<file path="src/hw/nsq_pkg.sv">
package nsq_pkg;
  // ==========================================================
  // timing, figures in ns except ERASE_MAX_US in us, counts derived from the clock
  localparam int CLK_NS       = 40;
  localparam int WHR_NS       = 120;
  localparam int ADL_NS       = 300;
  localparam int WB_NS        = 200;
  localparam int ERASE_MAX_US = 10000;
  localparam int WHR_CYC      = (WHR_NS + CLK_NS - 1) / CLK_NS;
  localparam int ADL_CYC      = (ADL_NS + CLK_NS - 1) / CLK_NS;
  localparam int WB_CYC       = (WB_NS + CLK_NS - 1) / CLK_NS;
  localparam int TIMEOUT_CYC  = (ERASE_MAX_US * 1000) / CLK_NS;
  // ==========================================================
  // opcodes
  localparam logic [7:0] OPC_READ_MODE  = 8'h00;
  localparam logic [7:0] OPC_COL_OUT    = 8'h05;
  localparam logic [7:0] OPC_COL_OUT_GO = 8'he0;
  localparam logic [7:0] OPC_CACHE_END  = 8'h3f;
  localparam logic [7:0] OPC_PROG       = 8'h80;
  localparam logic [7:0] OPC_PROG_GO    = 8'h10;
  localparam logic [7:0] OPC_CACHE_GO   = 8'h15;
  localparam logic [7:0] OPC_COL_IN     = 8'h85;
  localparam logic [7:0] OPC_REPROG     = 8'h8b;
  localparam logic [7:0] OPC_ERASE      = 8'h60;
  localparam logic [7:0] OPC_ERASE_GO   = 8'hd0;
  localparam logic [7:0] OPC_MOVE_GO    = 8'h35;
  localparam logic [7:0] OPC_STATUS     = 8'h70;
  localparam logic [7:0] OPC_RESET      = 8'hff;
  localparam logic [31:0] OPC_OTP_SEQ   = 32'h29170419;
  // ==========================================================
  // address cycles and row layout
  localparam logic [2:0] NADDR_COL  = 3'd2;
  localparam logic [2:0] NADDR_PAGE = 3'd4;
  localparam logic [2:0] NADDR_RE   = 3'd5;
  localparam logic [2:0] AFIRST_ROW = 3'd2;
  localparam int PAGE_BITS = 6;
  localparam int BLK_BITS  = 10;
  localparam logic [2:0] NOP_MAX = 3'd4;
  // ==========================================================
  // status byte fields
  localparam int ST_PES  = 0;
  localparam int ST_PREV = 1;
  localparam int ST_ARRAY_READY_FLAG = 5;
  localparam int ST_RDY  = 6;
  // ==========================================================
  typedef enum logic [3:0] {
    NSQ_OP_CACHE_END, NSQ_OP_COL_READ, NSQ_OP_PROG, NSQ_OP_CACHE_PROG,
    NSQ_OP_RAND_IN, NSQ_OP_REPROG, NSQ_OP_ERASE, NSQ_OP_COPY_READ,
    NSQ_OP_COPY_PROG, NSQ_OP_OTP_ENTER, NSQ_OP_RESET, NSQ_OP_READ_MODE,
    NSQ_OP_POLL
  } nsq_op_t;
  typedef enum logic [3:0] {
    NSQ_IDLE, NSQ_CMD1, NSQ_ADDR, NSQ_GAP, NSQ_DIN, NSQ_DOUT, NSQ_CMD2,
    NSQ_BUSY, NSQ_SCMD, NSQ_SRD, NSQ_TAIL, NSQ_DONE
  } nsq_st_t;
endpackage

</file>
<file path="src/hw/nsq_host.sv">
`timescale 1ns/1ps
// ==========================================================
// write data buffer
module nsq_fifo #(
  parameter int W = 8,
  parameter int D = 4
) (
  // clock and reset
  input  wire logic         clk_sys,
  input  wire logic         nrst,
  // fill side
  input  wire logic         in_valid,
  output logic              in_ready,
  input  wire logic [W-1:0] in_data,
  // drain side
  output logic              out_valid,
  input  wire logic         out_ready,
  output logic      [W-1:0] out_data
);
  localparam int AW = $clog2(D);
  logic [W-1:0] mem_r [D];
  logic [AW-1:0] wp_r, rp_r;
  logic [AW:0]   cnt_r;
  logic          push, pop;
  assign in_ready  = (cnt_r != D[AW:0]);
  assign out_valid = (cnt_r != '0);
  assign out_data  = mem_r[rp_r];
  assign push      = in_valid && in_ready;
  assign pop       = out_valid && out_ready;
  always_ff @(posedge clk_sys) begin
    if (!nrst) begin
      wp_r  <= '0;
      rp_r  <= '0;
      cnt_r <= '0;
    end else begin
      if (push) wp_r <= (wp_r == AW'(D - 1)) ? '0 : wp_r + 1'b1;
      if (pop) rp_r <= (rp_r == AW'(D - 1)) ? '0 : rp_r + 1'b1;
      cnt_r <= cnt_r + {{AW{1'b0}}, push} - {{AW{1'b0}}, pop};
    end
  end
  always_ff @(posedge clk_sys) begin
    if (push) mem_r[wp_r] <= in_data;
  end
endmodule

// Function
// - column read: opcode, two column cycles, confirm, then data output.
// - wait write-to-read delay after confirm; output mode holds until next command.
// - pages of a block are programmed in ascending order only.
// - at most four partial programs per page between erasures.
// - page program: setup, four addresses, data, confirm; device busy.
// - a cache program sequence stays inside one block.
// - during cache program check previous status; poll array-ready, then both bits.
// - random data input only between address cycles and final confirm.
// - wait address-to-data delay before data after random input address.
// - re-program: opcode, five addresses, optional data, confirm; device busy.
// - erase when ready: opcode, two row cycles, confirm, busy, check status.
// - read and check page data before issuing a copy-back program.
// - four-opcode sequence enters the one-time area for read and program.
// - in the one-time area only the single block's rows are used; the host refuses programs outside it but does not check copy reads.
// - no erase in the one-time area; reset leaves it.
// - after a status read the read mode opcode resumes data output.
module nsq_host #(
  parameter int FIFO_DEPTH = 4,
  parameter int LEN_W      = 12,
  parameter int TIMEOUT    = nsq_pkg::TIMEOUT_CYC
) (
  // clock and reset
  input  wire logic             clk_sys,
  input  wire logic             nrst,
  // user command port
  input  wire logic             cmd_valid,
  output logic                  cmd_ready,
  input  wire logic [3:0]       cmd_op,
  input  wire logic             cmd_hold,
  input  wire logic [15:0]      cmd_col,
  input  wire logic [23:0]      cmd_row,
  input  wire logic [LEN_W-1:0] cmd_len,
  output logic                  done,
  output logic                  err,
  output logic [7:0]            status,
  output logic                  otp_mode,
  // user write data
  input  wire logic             wr_valid,
  output logic                  wr_ready,
  input  wire logic [7:0]       wr_data,
  // user read data
  output logic                  rd_valid,
  output logic [7:0]            rd_data,
  // flash pins
  output logic                  ce_n,
  output logic                  cle,
  output logic                  ale,
  output logic                  we_n,
  output logic                  re_n,
  output logic                  wp_n,
  output logic [7:0]            io_out,
  output logic                  io_oe_n,
  input  wire logic [7:0]       io_in,
  input  wire logic             rb_n
);
  localparam int TW = $clog2(TIMEOUT + 1);
  typedef logic [TW-1:0] nsq_tmr_t;

  nsq_pkg::nsq_st_t st_r, st_nxt, gto_r, gto_nxt;
  nsq_pkg::nsq_op_t op_r, op_nxt;
  logic [15:0] col_r, col_nxt;
  logic [23:0] row_r, row_nxt, last_r, last_nxt;
  logic [LEN_W-1:0] len_r, len_nxt;
  nsq_tmr_t tmr_r, tmr_nxt;
  logic [2:0] k_r, k_nxt, nop_r, nop_nxt;
  logic ph_r, ph_nxt, hold_r, hold_nxt, open_r, open_nxt, otp_r, otp_nxt;
  logic cact_r, cact_nxt, chk_r, chk_nxt, valid_last_r, valid_last_nxt;
  logic [7:0] conf_r, conf_nxt, stat_r, stat_nxt, rdd_r, rdd_nxt, io_r, io_nxt;
  logic done_r, done_nxt, err_r, err_nxt, rdv_r, rdv_nxt;
  logic cle_r, cle_nxt, ale_r, ale_nxt, we_r, we_nxt, re_r, re_nxt, oe_r, oe_nxt;
  // decoded sequence of the current op
  logic [7:0] c1, c2;
  logic [2:0] naddr, afirst;
  logic has_c2, din, dout, bsy, chk_st, is_prog, refuse;
  logic [39:0] avec;
  logic [7:0] abyte;
  logic f_ov, f_or;
  logic [7:0] f_od;

  nsq_fifo #(.W(8), .D(FIFO_DEPTH)) u_fifo (
    .clk_sys  (clk_sys),
    .nrst     (nrst),
    .in_valid (wr_valid),
    .in_ready (wr_ready),
    .in_data  (wr_data),
    .out_valid(f_ov),
    .out_ready(f_or),
    .out_data (f_od)
  );

  // ==========================================================
  // op decode
  always_comb begin
    c1 = nsq_pkg::OPC_READ_MODE;
    c2 = nsq_pkg::OPC_PROG_GO;
    naddr = '0;
    afirst = '0;
    has_c2 = 1'b0;
    din = 1'b0;
    dout = 1'b0;
    bsy = 1'b0;
    chk_st = 1'b0;
    case (op_r)
      nsq_pkg::NSQ_OP_CACHE_END: begin
        c1 = nsq_pkg::OPC_CACHE_END;
        bsy = 1'b1;
      end
      nsq_pkg::NSQ_OP_COL_READ: begin
        c1 = nsq_pkg::OPC_COL_OUT;
        c2 = nsq_pkg::OPC_COL_OUT_GO;
        naddr = nsq_pkg::NADDR_COL;
        has_c2 = 1'b1;
        dout = 1'b1;
      end
      nsq_pkg::NSQ_OP_PROG, nsq_pkg::NSQ_OP_CACHE_PROG: begin
        c1 = nsq_pkg::OPC_PROG;
        c2 = (op_r == nsq_pkg::NSQ_OP_PROG) ? nsq_pkg::OPC_PROG_GO : nsq_pkg::OPC_CACHE_GO;
        naddr = nsq_pkg::NADDR_PAGE;
        {has_c2, din, bsy, chk_st} = {!hold_r, 3'b111};
      end
      nsq_pkg::NSQ_OP_RAND_IN: begin
        c1 = nsq_pkg::OPC_COL_IN;
        c2 = conf_r;
        naddr = nsq_pkg::NADDR_COL;
        {has_c2, din, bsy, chk_st} = {!hold_r, 3'b111};
      end
      nsq_pkg::NSQ_OP_REPROG: begin
        c1 = nsq_pkg::OPC_REPROG;
        naddr = nsq_pkg::NADDR_RE;
        {has_c2, din, bsy, chk_st} = {!hold_r, 3'b111};
      end
      nsq_pkg::NSQ_OP_COPY_PROG: begin
        c1 = nsq_pkg::OPC_COL_IN;
        naddr = nsq_pkg::NADDR_PAGE;
        {has_c2, din, bsy, chk_st} = {!hold_r, 3'b111};
      end
      nsq_pkg::NSQ_OP_ERASE: begin
        c1 = nsq_pkg::OPC_ERASE;
        c2 = nsq_pkg::OPC_ERASE_GO;
        naddr = nsq_pkg::NADDR_COL;
        afirst = nsq_pkg::AFIRST_ROW;
        {has_c2, bsy, chk_st} = 3'b111;
      end
      nsq_pkg::NSQ_OP_COPY_READ: begin
        c2 = nsq_pkg::OPC_MOVE_GO;
        naddr = nsq_pkg::NADDR_PAGE;
        {has_c2, bsy} = 2'b11;
      end
      nsq_pkg::NSQ_OP_OTP_ENTER: c1 = nsq_pkg::OPC_OTP_SEQ[31 - 8 * k_r[1:0] -: 8];
      nsq_pkg::NSQ_OP_RESET: begin
        c1 = nsq_pkg::OPC_RESET;
        bsy = 1'b1;
      end
      default: ;
    endcase
  end

  assign is_prog = (cmd_op == nsq_pkg::NSQ_OP_PROG) || (cmd_op == nsq_pkg::NSQ_OP_CACHE_PROG)
                || (cmd_op == nsq_pkg::NSQ_OP_REPROG) || (cmd_op == nsq_pkg::NSQ_OP_COPY_PROG);
  assign avec    = {cmd_row[23:0] & 24'h0, 16'h0} | {row_r, col_r};
  assign abyte   = avec[{k_r + afirst, 3'b000} +: 8];

  // ==========================================================
  // host-side legality checks on a new command
  always_comb begin
    refuse = 1'b0;
    if (open_r != (cmd_op == nsq_pkg::NSQ_OP_RAND_IN) && cmd_op != nsq_pkg::NSQ_OP_RESET)
      refuse = 1'b1;
    if (otp_r && cmd_op == nsq_pkg::NSQ_OP_ERASE) refuse = 1'b1;
    if (otp_r && is_prog && cmd_row[23:nsq_pkg::PAGE_BITS] != '0) refuse = 1'b1;
    if (is_prog && valid_last_r) begin
      if (cmd_row[23:nsq_pkg::PAGE_BITS] == last_r[23:nsq_pkg::PAGE_BITS]
          && cmd_row[nsq_pkg::PAGE_BITS-1:0] < last_r[nsq_pkg::PAGE_BITS-1:0])
        refuse = 1'b1;
      if (cmd_row == last_r && nop_r == nsq_pkg::NOP_MAX) refuse = 1'b1;
    end
    if (is_prog && cact_r && cmd_row[23:nsq_pkg::PAGE_BITS] != last_r[23:nsq_pkg::PAGE_BITS])
      refuse = 1'b1;
    if (cmd_op == nsq_pkg::NSQ_OP_COPY_PROG && !chk_r) refuse = 1'b1;
  end

  assign cmd_ready = (st_r == nsq_pkg::NSQ_IDLE) && rb_n;
  assign f_or      = (st_r == nsq_pkg::NSQ_DIN) && ph_r;

  // ==========================================================
  // sequencer
  always_comb begin
    st_nxt = st_r;
    gto_nxt = gto_r;
    op_nxt = op_r;
    {col_nxt, row_nxt, last_nxt} = {col_r, row_r, last_r};
    {len_nxt, tmr_nxt, k_nxt, nop_nxt, ph_nxt, hold_nxt} = {len_r, tmr_r, k_r, nop_r, ph_r, hold_r};
    {open_nxt, otp_nxt, cact_nxt, chk_nxt, valid_last_nxt} = {open_r, otp_r, cact_r, chk_r, valid_last_r};
    {conf_nxt, stat_nxt, rdd_nxt, io_nxt} = {conf_r, stat_r, rdd_r, io_r};
    {done_nxt, rdv_nxt} = 2'b00;
    // a failure seen in the status byte must survive the tail until done
    err_nxt = (st_r == nsq_pkg::NSQ_IDLE) ? 1'b0 : err_r;
    {cle_nxt, ale_nxt, we_nxt, re_nxt, oe_nxt} = 5'b00111;
    case (st_r)
      nsq_pkg::NSQ_IDLE: if (cmd_valid && cmd_ready) begin
        op_nxt = nsq_op_cast(cmd_op);
        {col_nxt, row_nxt, len_nxt, hold_nxt} = {cmd_col, cmd_row, cmd_len, cmd_hold};
        {k_nxt, ph_nxt} = 4'd0;
        st_nxt = (cmd_op == nsq_pkg::NSQ_OP_POLL) ? nsq_pkg::NSQ_SCMD : nsq_pkg::NSQ_CMD1;
        if (refuse) begin
          st_nxt = nsq_pkg::NSQ_DONE;
          err_nxt = 1'b1;
        end else if (is_prog) begin
          nop_nxt = (valid_last_r && cmd_row == last_r) ? nop_r + 3'd1 : 3'd1;
          {last_nxt, valid_last_nxt} = {cmd_row, 1'b1};
        end
        if (!refuse && cmd_op == nsq_pkg::NSQ_OP_COPY_READ) chk_nxt = 1'b0;
        if (!refuse && cmd_op == nsq_pkg::NSQ_OP_COL_READ) chk_nxt = 1'b1;
        if (!refuse && cmd_op == nsq_pkg::NSQ_OP_ERASE) valid_last_nxt = 1'b0;
        if (!refuse && cmd_op == nsq_pkg::NSQ_OP_RESET) otp_nxt = 1'b0;
      end
      nsq_pkg::NSQ_CMD1, nsq_pkg::NSQ_CMD2, nsq_pkg::NSQ_SCMD, nsq_pkg::NSQ_TAIL,
      nsq_pkg::NSQ_ADDR: begin
        cle_nxt = (st_r != nsq_pkg::NSQ_ADDR);
        ale_nxt = (st_r == nsq_pkg::NSQ_ADDR);
        we_nxt = ph_r;
        oe_nxt = 1'b0;
        ph_nxt = !ph_r;
        case (st_r)
          nsq_pkg::NSQ_CMD1: io_nxt = c1;
          nsq_pkg::NSQ_CMD2: io_nxt = c2;
          nsq_pkg::NSQ_SCMD: io_nxt = nsq_pkg::OPC_STATUS;
          nsq_pkg::NSQ_TAIL: io_nxt = nsq_pkg::OPC_READ_MODE;
          default: io_nxt = abyte;
        endcase
        if (ph_r) step_after_strobe();
      end
      nsq_pkg::NSQ_GAP: begin
        if (tmr_r == '0) st_nxt = gto_r;
        else tmr_nxt = tmr_r - 1'b1;
      end
      nsq_pkg::NSQ_DIN: begin
        if (len_r == '0) st_nxt = has_c2 ? nsq_pkg::NSQ_CMD2 : nsq_pkg::NSQ_DONE;
        else if (!ph_r && f_ov) begin
          {io_nxt, we_nxt, oe_nxt, ph_nxt} = {f_od, 3'b001};
        end else if (ph_r) begin
          {oe_nxt, ph_nxt, len_nxt} = {2'b00, len_r - 1'b1};
        end
        if (len_r == '0 && !has_c2) open_nxt = 1'b1;
      end
      nsq_pkg::NSQ_DOUT, nsq_pkg::NSQ_SRD: begin
        re_nxt = ph_r;
        ph_nxt = !ph_r;
        if (st_r == nsq_pkg::NSQ_DOUT && len_r == '0) st_nxt = nsq_pkg::NSQ_DONE;
        else if (ph_r && st_r == nsq_pkg::NSQ_DOUT) begin
          {rdd_nxt, rdv_nxt, len_nxt} = {io_in, 1'b1, len_r - 1'b1};
        end else if (ph_r) begin
          stat_nxt = io_in;
          if (op_r != nsq_pkg::NSQ_OP_POLL || io_in[nsq_pkg::ST_ARRAY_READY_FLAG]) begin
            st_nxt = nsq_pkg::NSQ_TAIL;
            if (op_r == nsq_pkg::NSQ_OP_POLL) begin
              err_nxt = io_in[nsq_pkg::ST_PREV] | io_in[nsq_pkg::ST_PES];
              cact_nxt = 1'b0;
            end else if (op_r == nsq_pkg::NSQ_OP_CACHE_PROG) begin
              err_nxt = io_in[nsq_pkg::ST_PREV];
            end else begin
              err_nxt = io_in[nsq_pkg::ST_PES];
            end
          end
        end
      end
      nsq_pkg::NSQ_BUSY: begin
        tmr_nxt = tmr_r - 1'b1;
        if (rb_n) begin
          st_nxt = chk_st ? nsq_pkg::NSQ_SCMD : nsq_pkg::NSQ_DONE;
          if (op_r == nsq_pkg::NSQ_OP_OTP_ENTER) otp_nxt = 1'b1;
        end else if (tmr_r == '0) begin
          st_nxt = nsq_pkg::NSQ_DONE;
          err_nxt = 1'b1;
        end
      end
      nsq_pkg::NSQ_DONE: begin
        {done_nxt, err_nxt} = {1'b1, err_r};
        st_nxt = nsq_pkg::NSQ_IDLE;
      end
      default: st_nxt = nsq_pkg::NSQ_IDLE;
    endcase
  end

  function automatic nsq_pkg::nsq_op_t nsq_op_cast(input logic [3:0] v);
    return nsq_pkg::nsq_op_t'(v);
  endfunction

  // next step once a command or address strobe has risen
  function automatic void step_after_strobe();
    case (st_r)
      nsq_pkg::NSQ_CMD1: begin
        k_nxt = k_r + 3'd1;
        if (op_r == nsq_pkg::NSQ_OP_OTP_ENTER && k_r != 3'd3) st_nxt = nsq_pkg::NSQ_CMD1;
        else if (naddr != '0) begin
          st_nxt = nsq_pkg::NSQ_ADDR;
          k_nxt = 3'd0;
        end
        else if (bsy || op_r == nsq_pkg::NSQ_OP_OTP_ENTER) go_gap(nsq_pkg::NSQ_BUSY, nsq_pkg::WB_CYC);
        else st_nxt = nsq_pkg::NSQ_DONE;
      end
      nsq_pkg::NSQ_ADDR: begin
        k_nxt = k_r + 3'd1;
        if (k_r == naddr - 3'd1) begin
          if (din) go_gap(nsq_pkg::NSQ_DIN, nsq_pkg::ADL_CYC);
          else st_nxt = nsq_pkg::NSQ_CMD2;
          if (op_r != nsq_pkg::NSQ_OP_RAND_IN) conf_nxt = c2;
        end
      end
      nsq_pkg::NSQ_CMD2: begin
        open_nxt = 1'b0;
        if (op_r == nsq_pkg::NSQ_OP_CACHE_PROG) cact_nxt = 1'b1;
        else if (din) cact_nxt = 1'b0;
        if (dout) go_gap(nsq_pkg::NSQ_DOUT, nsq_pkg::WHR_CYC);
        else go_gap(nsq_pkg::NSQ_BUSY, nsq_pkg::WB_CYC);
      end
      nsq_pkg::NSQ_SCMD: go_gap(nsq_pkg::NSQ_SRD, nsq_pkg::WHR_CYC);
      default: st_nxt = nsq_pkg::NSQ_DONE;
    endcase
  endfunction

  function automatic void go_gap(input nsq_pkg::nsq_st_t to, input int cyc);
    st_nxt = nsq_pkg::NSQ_GAP;
    gto_nxt = to;
    tmr_nxt = (to == nsq_pkg::NSQ_BUSY) ? TW'(cyc - 1) : TW'(cyc - 1);
  endfunction

  always_ff @(posedge clk_sys) begin
    if (!nrst) begin
      st_r <= nsq_pkg::NSQ_IDLE;
      gto_r <= nsq_pkg::NSQ_IDLE;
      op_r <= nsq_pkg::NSQ_OP_RESET;
      {col_r, row_r, last_r, len_r, tmr_r, k_r, nop_r} <= '0;
      {ph_r, hold_r, open_r, otp_r, cact_r, chk_r, valid_last_r} <= '0;
      {conf_r, stat_r, rdd_r, io_r, done_r, err_r, rdv_r} <= '0;
      {cle_r, ale_r, we_r, re_r, oe_r} <= 5'b00111;
    end else begin
      st_r <= st_nxt;
      gto_r <= gto_nxt;
      op_r <= op_nxt;
      {col_r, row_r, last_r, len_r} <= {col_nxt, row_nxt, last_nxt, len_nxt};
      {tmr_r, k_r, nop_r} <= {(st_nxt == nsq_pkg::NSQ_BUSY && st_r != nsq_pkg::NSQ_BUSY)
                             ? TW'(TIMEOUT - 1) : tmr_nxt, k_nxt, nop_nxt};
      {ph_r, hold_r, open_r, otp_r, cact_r, chk_r, valid_last_r} <=
        {ph_nxt, hold_nxt, open_nxt, otp_nxt, cact_nxt, chk_nxt, valid_last_nxt};
      {conf_r, stat_r, rdd_r, io_r, done_r, err_r, rdv_r} <=
        {conf_nxt, stat_nxt, rdd_nxt, io_nxt, done_nxt, err_nxt, rdv_nxt};
      {cle_r, ale_r, we_r, re_r, oe_r} <= {cle_nxt, ale_nxt, we_nxt, re_nxt, oe_nxt};
    end
  end

  assign {ce_n, wp_n} = 2'b01;
  assign {cle, ale, we_n, re_n, io_oe_n, io_out} = {cle_r, ale_r, we_r, re_r, oe_r, io_r};
  assign {done, status, otp_mode, rd_valid, rd_data} = {done_r, stat_r, otp_r, rdv_r, rdd_r};
  assign err = err_r & done_r;

  // ==========================================================
  // assertions
  AST_WHR_GAP: assert property (@(posedge clk_sys) disable iff (!nrst)
    (st_r == nsq_pkg::NSQ_CMD2 && ph_r && dout) |=> re_n[*3]) else $error("read too soon");
  AST_ADL_GAP: assert property (@(posedge clk_sys) disable iff (!nrst)
    (st_r == nsq_pkg::NSQ_ADDR && ph_r && din && k_r == naddr - 3'd1) |=> we_n[*8])
    else $error("data too soon");
  AST_NO_OTP_ERASE: assert property (@(posedge clk_sys) disable iff (!nrst)
    (otp_r && st_r == nsq_pkg::NSQ_CMD1) |-> op_r != nsq_pkg::NSQ_OP_ERASE)
    else $error("erase in one-time area");
  AST_READ_MODE_TAIL: assert property (@(posedge clk_sys) disable iff (!nrst)
    (st_r == nsq_pkg::NSQ_SRD && st_nxt == nsq_pkg::NSQ_TAIL) |=> ##1
    (cle && !we_n && io_out == nsq_pkg::OPC_READ_MODE)) else $error("no read mode");
  AST_NOP_LIMIT: assert property (@(posedge clk_sys) disable iff (!nrst)
    nop_r <= nsq_pkg::NOP_MAX) else $error("too many partial programs");
  AST_PAGE_ORDER: assert property (@(posedge clk_sys) disable iff (!nrst)
    (cmd_valid && cmd_ready && is_prog && valid_last_r && !refuse
     && cmd_row[23:6] == last_r[23:6]) |-> cmd_row[5:0] >= last_r[5:0])
    else $error("page out of order");
  AST_ERASE_ADDR: assert property (@(posedge clk_sys) disable iff (!nrst)
    ($rose(st_r == nsq_pkg::NSQ_ADDR) && op_r == nsq_pkg::NSQ_OP_ERASE) |->
    (st_r == nsq_pkg::NSQ_ADDR)[*4] ##1 st_r == nsq_pkg::NSQ_CMD2) else $error("erase address");
  AST_COL_ADDR: assert property (@(posedge clk_sys) disable iff (!nrst)
    ($rose(st_r == nsq_pkg::NSQ_ADDR) && op_r == nsq_pkg::NSQ_OP_COL_READ) |->
    (st_r == nsq_pkg::NSQ_ADDR)[*4] ##1 st_r == nsq_pkg::NSQ_CMD2) else $error("column address");
  AST_CACHE_BLOCK: assert property (@(posedge clk_sys) disable iff (!nrst)
    (cmd_valid && cmd_ready && is_prog && cact_r && cmd_row[23:6] != last_r[23:6]) |=> ##1 err)
    else $error("cache program left block");
  AST_RAND_IN_OPEN: assert property (@(posedge clk_sys) disable iff (!nrst)
    (st_r == nsq_pkg::NSQ_CMD1 && op_r == nsq_pkg::NSQ_OP_RAND_IN) |-> open_r)
    else $error("random input outside a program");
  CV_ERASE: cover property (@(posedge clk_sys) op_r == nsq_pkg::NSQ_OP_ERASE && done);
  CV_PROG: cover property (@(posedge clk_sys) op_r == nsq_pkg::NSQ_OP_PROG && done && !err);
  CV_READ: cover property (@(posedge clk_sys) rd_valid);
endmodule

</file>
<file path="config.mk">
export PLATFORM = sky130hd
export DESIGN_NAME = nsq_host
export DESIGN_NICKNAME = d
export VERILOG_FILES = /design/src/hw/nsq_pkg.sv /design/src/hw/nsq_host.sv
export SDC_FILE = /design/constraint.sdc
export NUM_CORES = 1
export LEC_CHECK = 0
export BUFFER_PORTS_ARGS = -buffer_cell sky130_fd_sc_hd__buf_2
export CAP_MARGIN = 0
export CORE_ASPECT_RATIO = 1.4
export CORE_MARGIN = 5
export CORE_UTILIZATION = 60
export CTS_BUF_LIST = sky130_fd_sc_hd__clkbuf_16
export DETAILED_ROUTE_END_ITERATION = 16
export PLACE_DENSITY = 0.86
export SLEW_MARGIN = 15
export SYNTH_ARGS = -nofsm -noshare
export SYNTH_HDL_FRONTEND = slang
export SYNTH_SLANG_ARGS = --single-unit
</file>
<file path="constraint.sdc">
create_clock -name clk_sys -period 10.7 [get_ports clk_sys]
set_input_delay 2.675 -clock clk_sys [delete_from_list [all_inputs] [get_ports clk_sys]]
set_output_delay 2.675 -clock clk_sys [all_outputs]
set_load 0.005 [all_outputs]
</file>
==> out/metrics.yaml <==
ys_seq_area_share_pct: 40.2
cts_sinks: 200
place_congestion: 0.973
io_pins: 115
vias: 9901
place.port_buffers: 112
area_growth_pct: 10.7
fillCellCount: 1444
numCtsBuffers: 17
yosysUniqueCellTypes: 92
power.density_nw_per_um2: 154
hold_path_end: "col_r[9]"
fin_area_um2: 11900
drt_wl_total_mm: 29.1
routedWlPerCell_um: 18.4
synth.largest_area_cell: "dfxtp_1"
track_usage_pct: 28.1
final.setup_skew_ns: 0.0168
worst_slew_pin_slew_ns: 1.09
vias_per_cell: 6.27
cts-root-buf: "clkbuf_16"
criticalPathCategory: "input port to primary output"
dieArea_um2: 20800
grt_pass1_vias: 9335
grt_pass1_wl_mm: 47.0
report.final.hold_viol_count: 0
route.detailed.drc: 0
start_util_pct: 60.5
cts_tree: "done"
worstSetupStartpointType: "input port"
seqCellArea_um2: 4320
min_period_ns: 5.78
power_mw: 1.83
syn_area_um2: 10800
dp.final_hpwl_mm: 20.0
required_ns: 8.03
status: "finished, final reports clean"
dpl.cell_count: 1547
holdPathStages: 2
setup_viol: 0
synth_seq_cells: 200
n_antenna_cell: 0
cp-end-kind: "primary output"
yosysMostFrequentCell: "dfxtp_1"
maxCapViolations: 0
max_freq_mhz: 173
worstPathMaxFanout: 7
ant_nets: 0
cts_setup_buffers: 0
grt-ovfl-total: 0
grt_antenna_before_repair: 0
setup_tns_ns: 0
p_leak_nw: 4.51
synth.area.top_cells: "dfxtp_1 31%, edfxtp_1 8.9%, a21oi_1 6.1%"
synth_top_area_share_pct: 31.2
multi_input_area_um2: 5870
coreArea_um2: 17800
grt_max_degree: 85
placed_cell_area_um2: 11300
rsz0062_at_grt: "no"
die_h_um: 168
drtIter0Drc: 893
cts_max_path_buffers: 2
async_flop_share_pct: 0
ff2ff_path_depth: 13
holdBufCountCts: 0
layout-drive-gt1-share_pct: 15.2
synth_warnings: 0
cts_resized: 0
hp-start: "col_r[9]"
r2r_start: "op_r[2]"
die_w_um: 123
rr_endpoint: "gto_r[3]"
fin_crit_sh_pct: 54.0
vdd_drop_max_mv: 0.115
clock_latency_ns: 0.45
drv_slew: 0
rrSetupSlack_ns: 6.71
postSynthCellCount: 1274
std_cell_rows: 58
fin_nets: 1430
hold_path.class: "flip-flop to flip-flop"
firstDrtPassIters: 5
ys.flop_type: "dfxtp_1"
synth_common_cells: "168 x dfxtp_1, 154 x nand2_1, 132 x a21oi_1, 106 x nor2_1, 73 x o21ai_0"
synth_edf_count: 32
fin_cells: 1579
arrival_ns: 3.10
clk_pin_slew_ns: 0.07
timing.hold.ws_ns: 0.455
syn_nets: 1378
synth_area_per_cell_um2: 8.45
htreeDepth: 4
slew_headroom_pct: 27.4
## sequential cells by signal, indices dropped and copies added (netlist names), 3 cells and up, named ones only
name          count
u_fifo.mem_r     32
gto_r             4
col_r            16
op_r              4
row_r            24
rd_data           8
u_fifo.cnt_r      3
len_r            12
io_out            8
conf_r            8
last_r           24
k_r               3
tmr_r            18
st_r              4
nop_r             3
status            8
## per-layer routing
metal	GRT usage (%)	routed length (µm)	vias to the layer above
met3	4.71	1600	103
met2	48.3	14900	412
met4	14.0	1290	0
met5	0	0	-
met1	33.5	11300	4692
li1	-	-	4694
## cell usage in the layout, fill, tap and decap left out, types with 32 or more instances in the layout
master	instances
o21ai_0	73
nor2_1	106
nand3_1	50
inv_1	41
nor3_1	42
nand2_1	154
dfxtp_1	168
buf_2	112
edfxtp_1	32
a21oi_1	132
## kinds of logic (layout without fill, tap and decap cells)
logic type / Yosys count / after routing / share of synthesized area [%]
adders and majority gates: 26 / 26 / 3.09
AOI/OAI and AO/OA: 353 / 353 / 20.6
xor gates and xnor gates: 29 / 29 / 2.36
other: 2 / 2 / 0.0698
and+or+nand+nor: 489 / 489 / 23.1
muxes: 41 / 41 / 5.25
buffers and inverters: 134 / 199 / 5.37
DFF: 200 / 200 / 40.2
## area by class of cell
type,instances,share of cell area [%]
timing repair buffer,124,5.46
sequential,200,36.3
clock buffer,17,3.57
multi-input combinational,940,49.3
tap,240,2.52
inverter,43,1.38
clock inverter,15,1.48
## where the power goes
group,internal [mW],switching (mW),total (mW)
logic,0.120,0.199,0.318
clock network,0.353,0.313,0.666
registers,0.808,0.0392,0.847
## worst max-delay path: stages
cell    delay (ns)
buf_2         0.15
and2_1        0.16
buf_2         0.11
## through the flow
| step | setup slack [ns] | util [%] |
|---|---|---|
| floorplan | 5.22 | - |
| global placement | 4.93 | 63.6 |
| detailed placement | 4.93 | 63.6 |
| CTS | 4.92 | 66.9 |
| global route | 4.90 | 67.0 |
| finish | 4.92 | 67.0 |
## how the worst max path moves through the flow
stage / slack, ns / from / to
floorplan: 5.22 / rb_n / cmd_ready
global route: 4.90 / rb_n / cmd_ready
finish: 4.92 / rb_n / cmd_ready
detailed placement: 4.93 / rb_n / cmd_ready
CTS: 4.92 / rb_n / cmd_ready
global placement: 4.93 / rb_n / cmd_ready
Note: power is estimated with default switching activity, not from simulation.
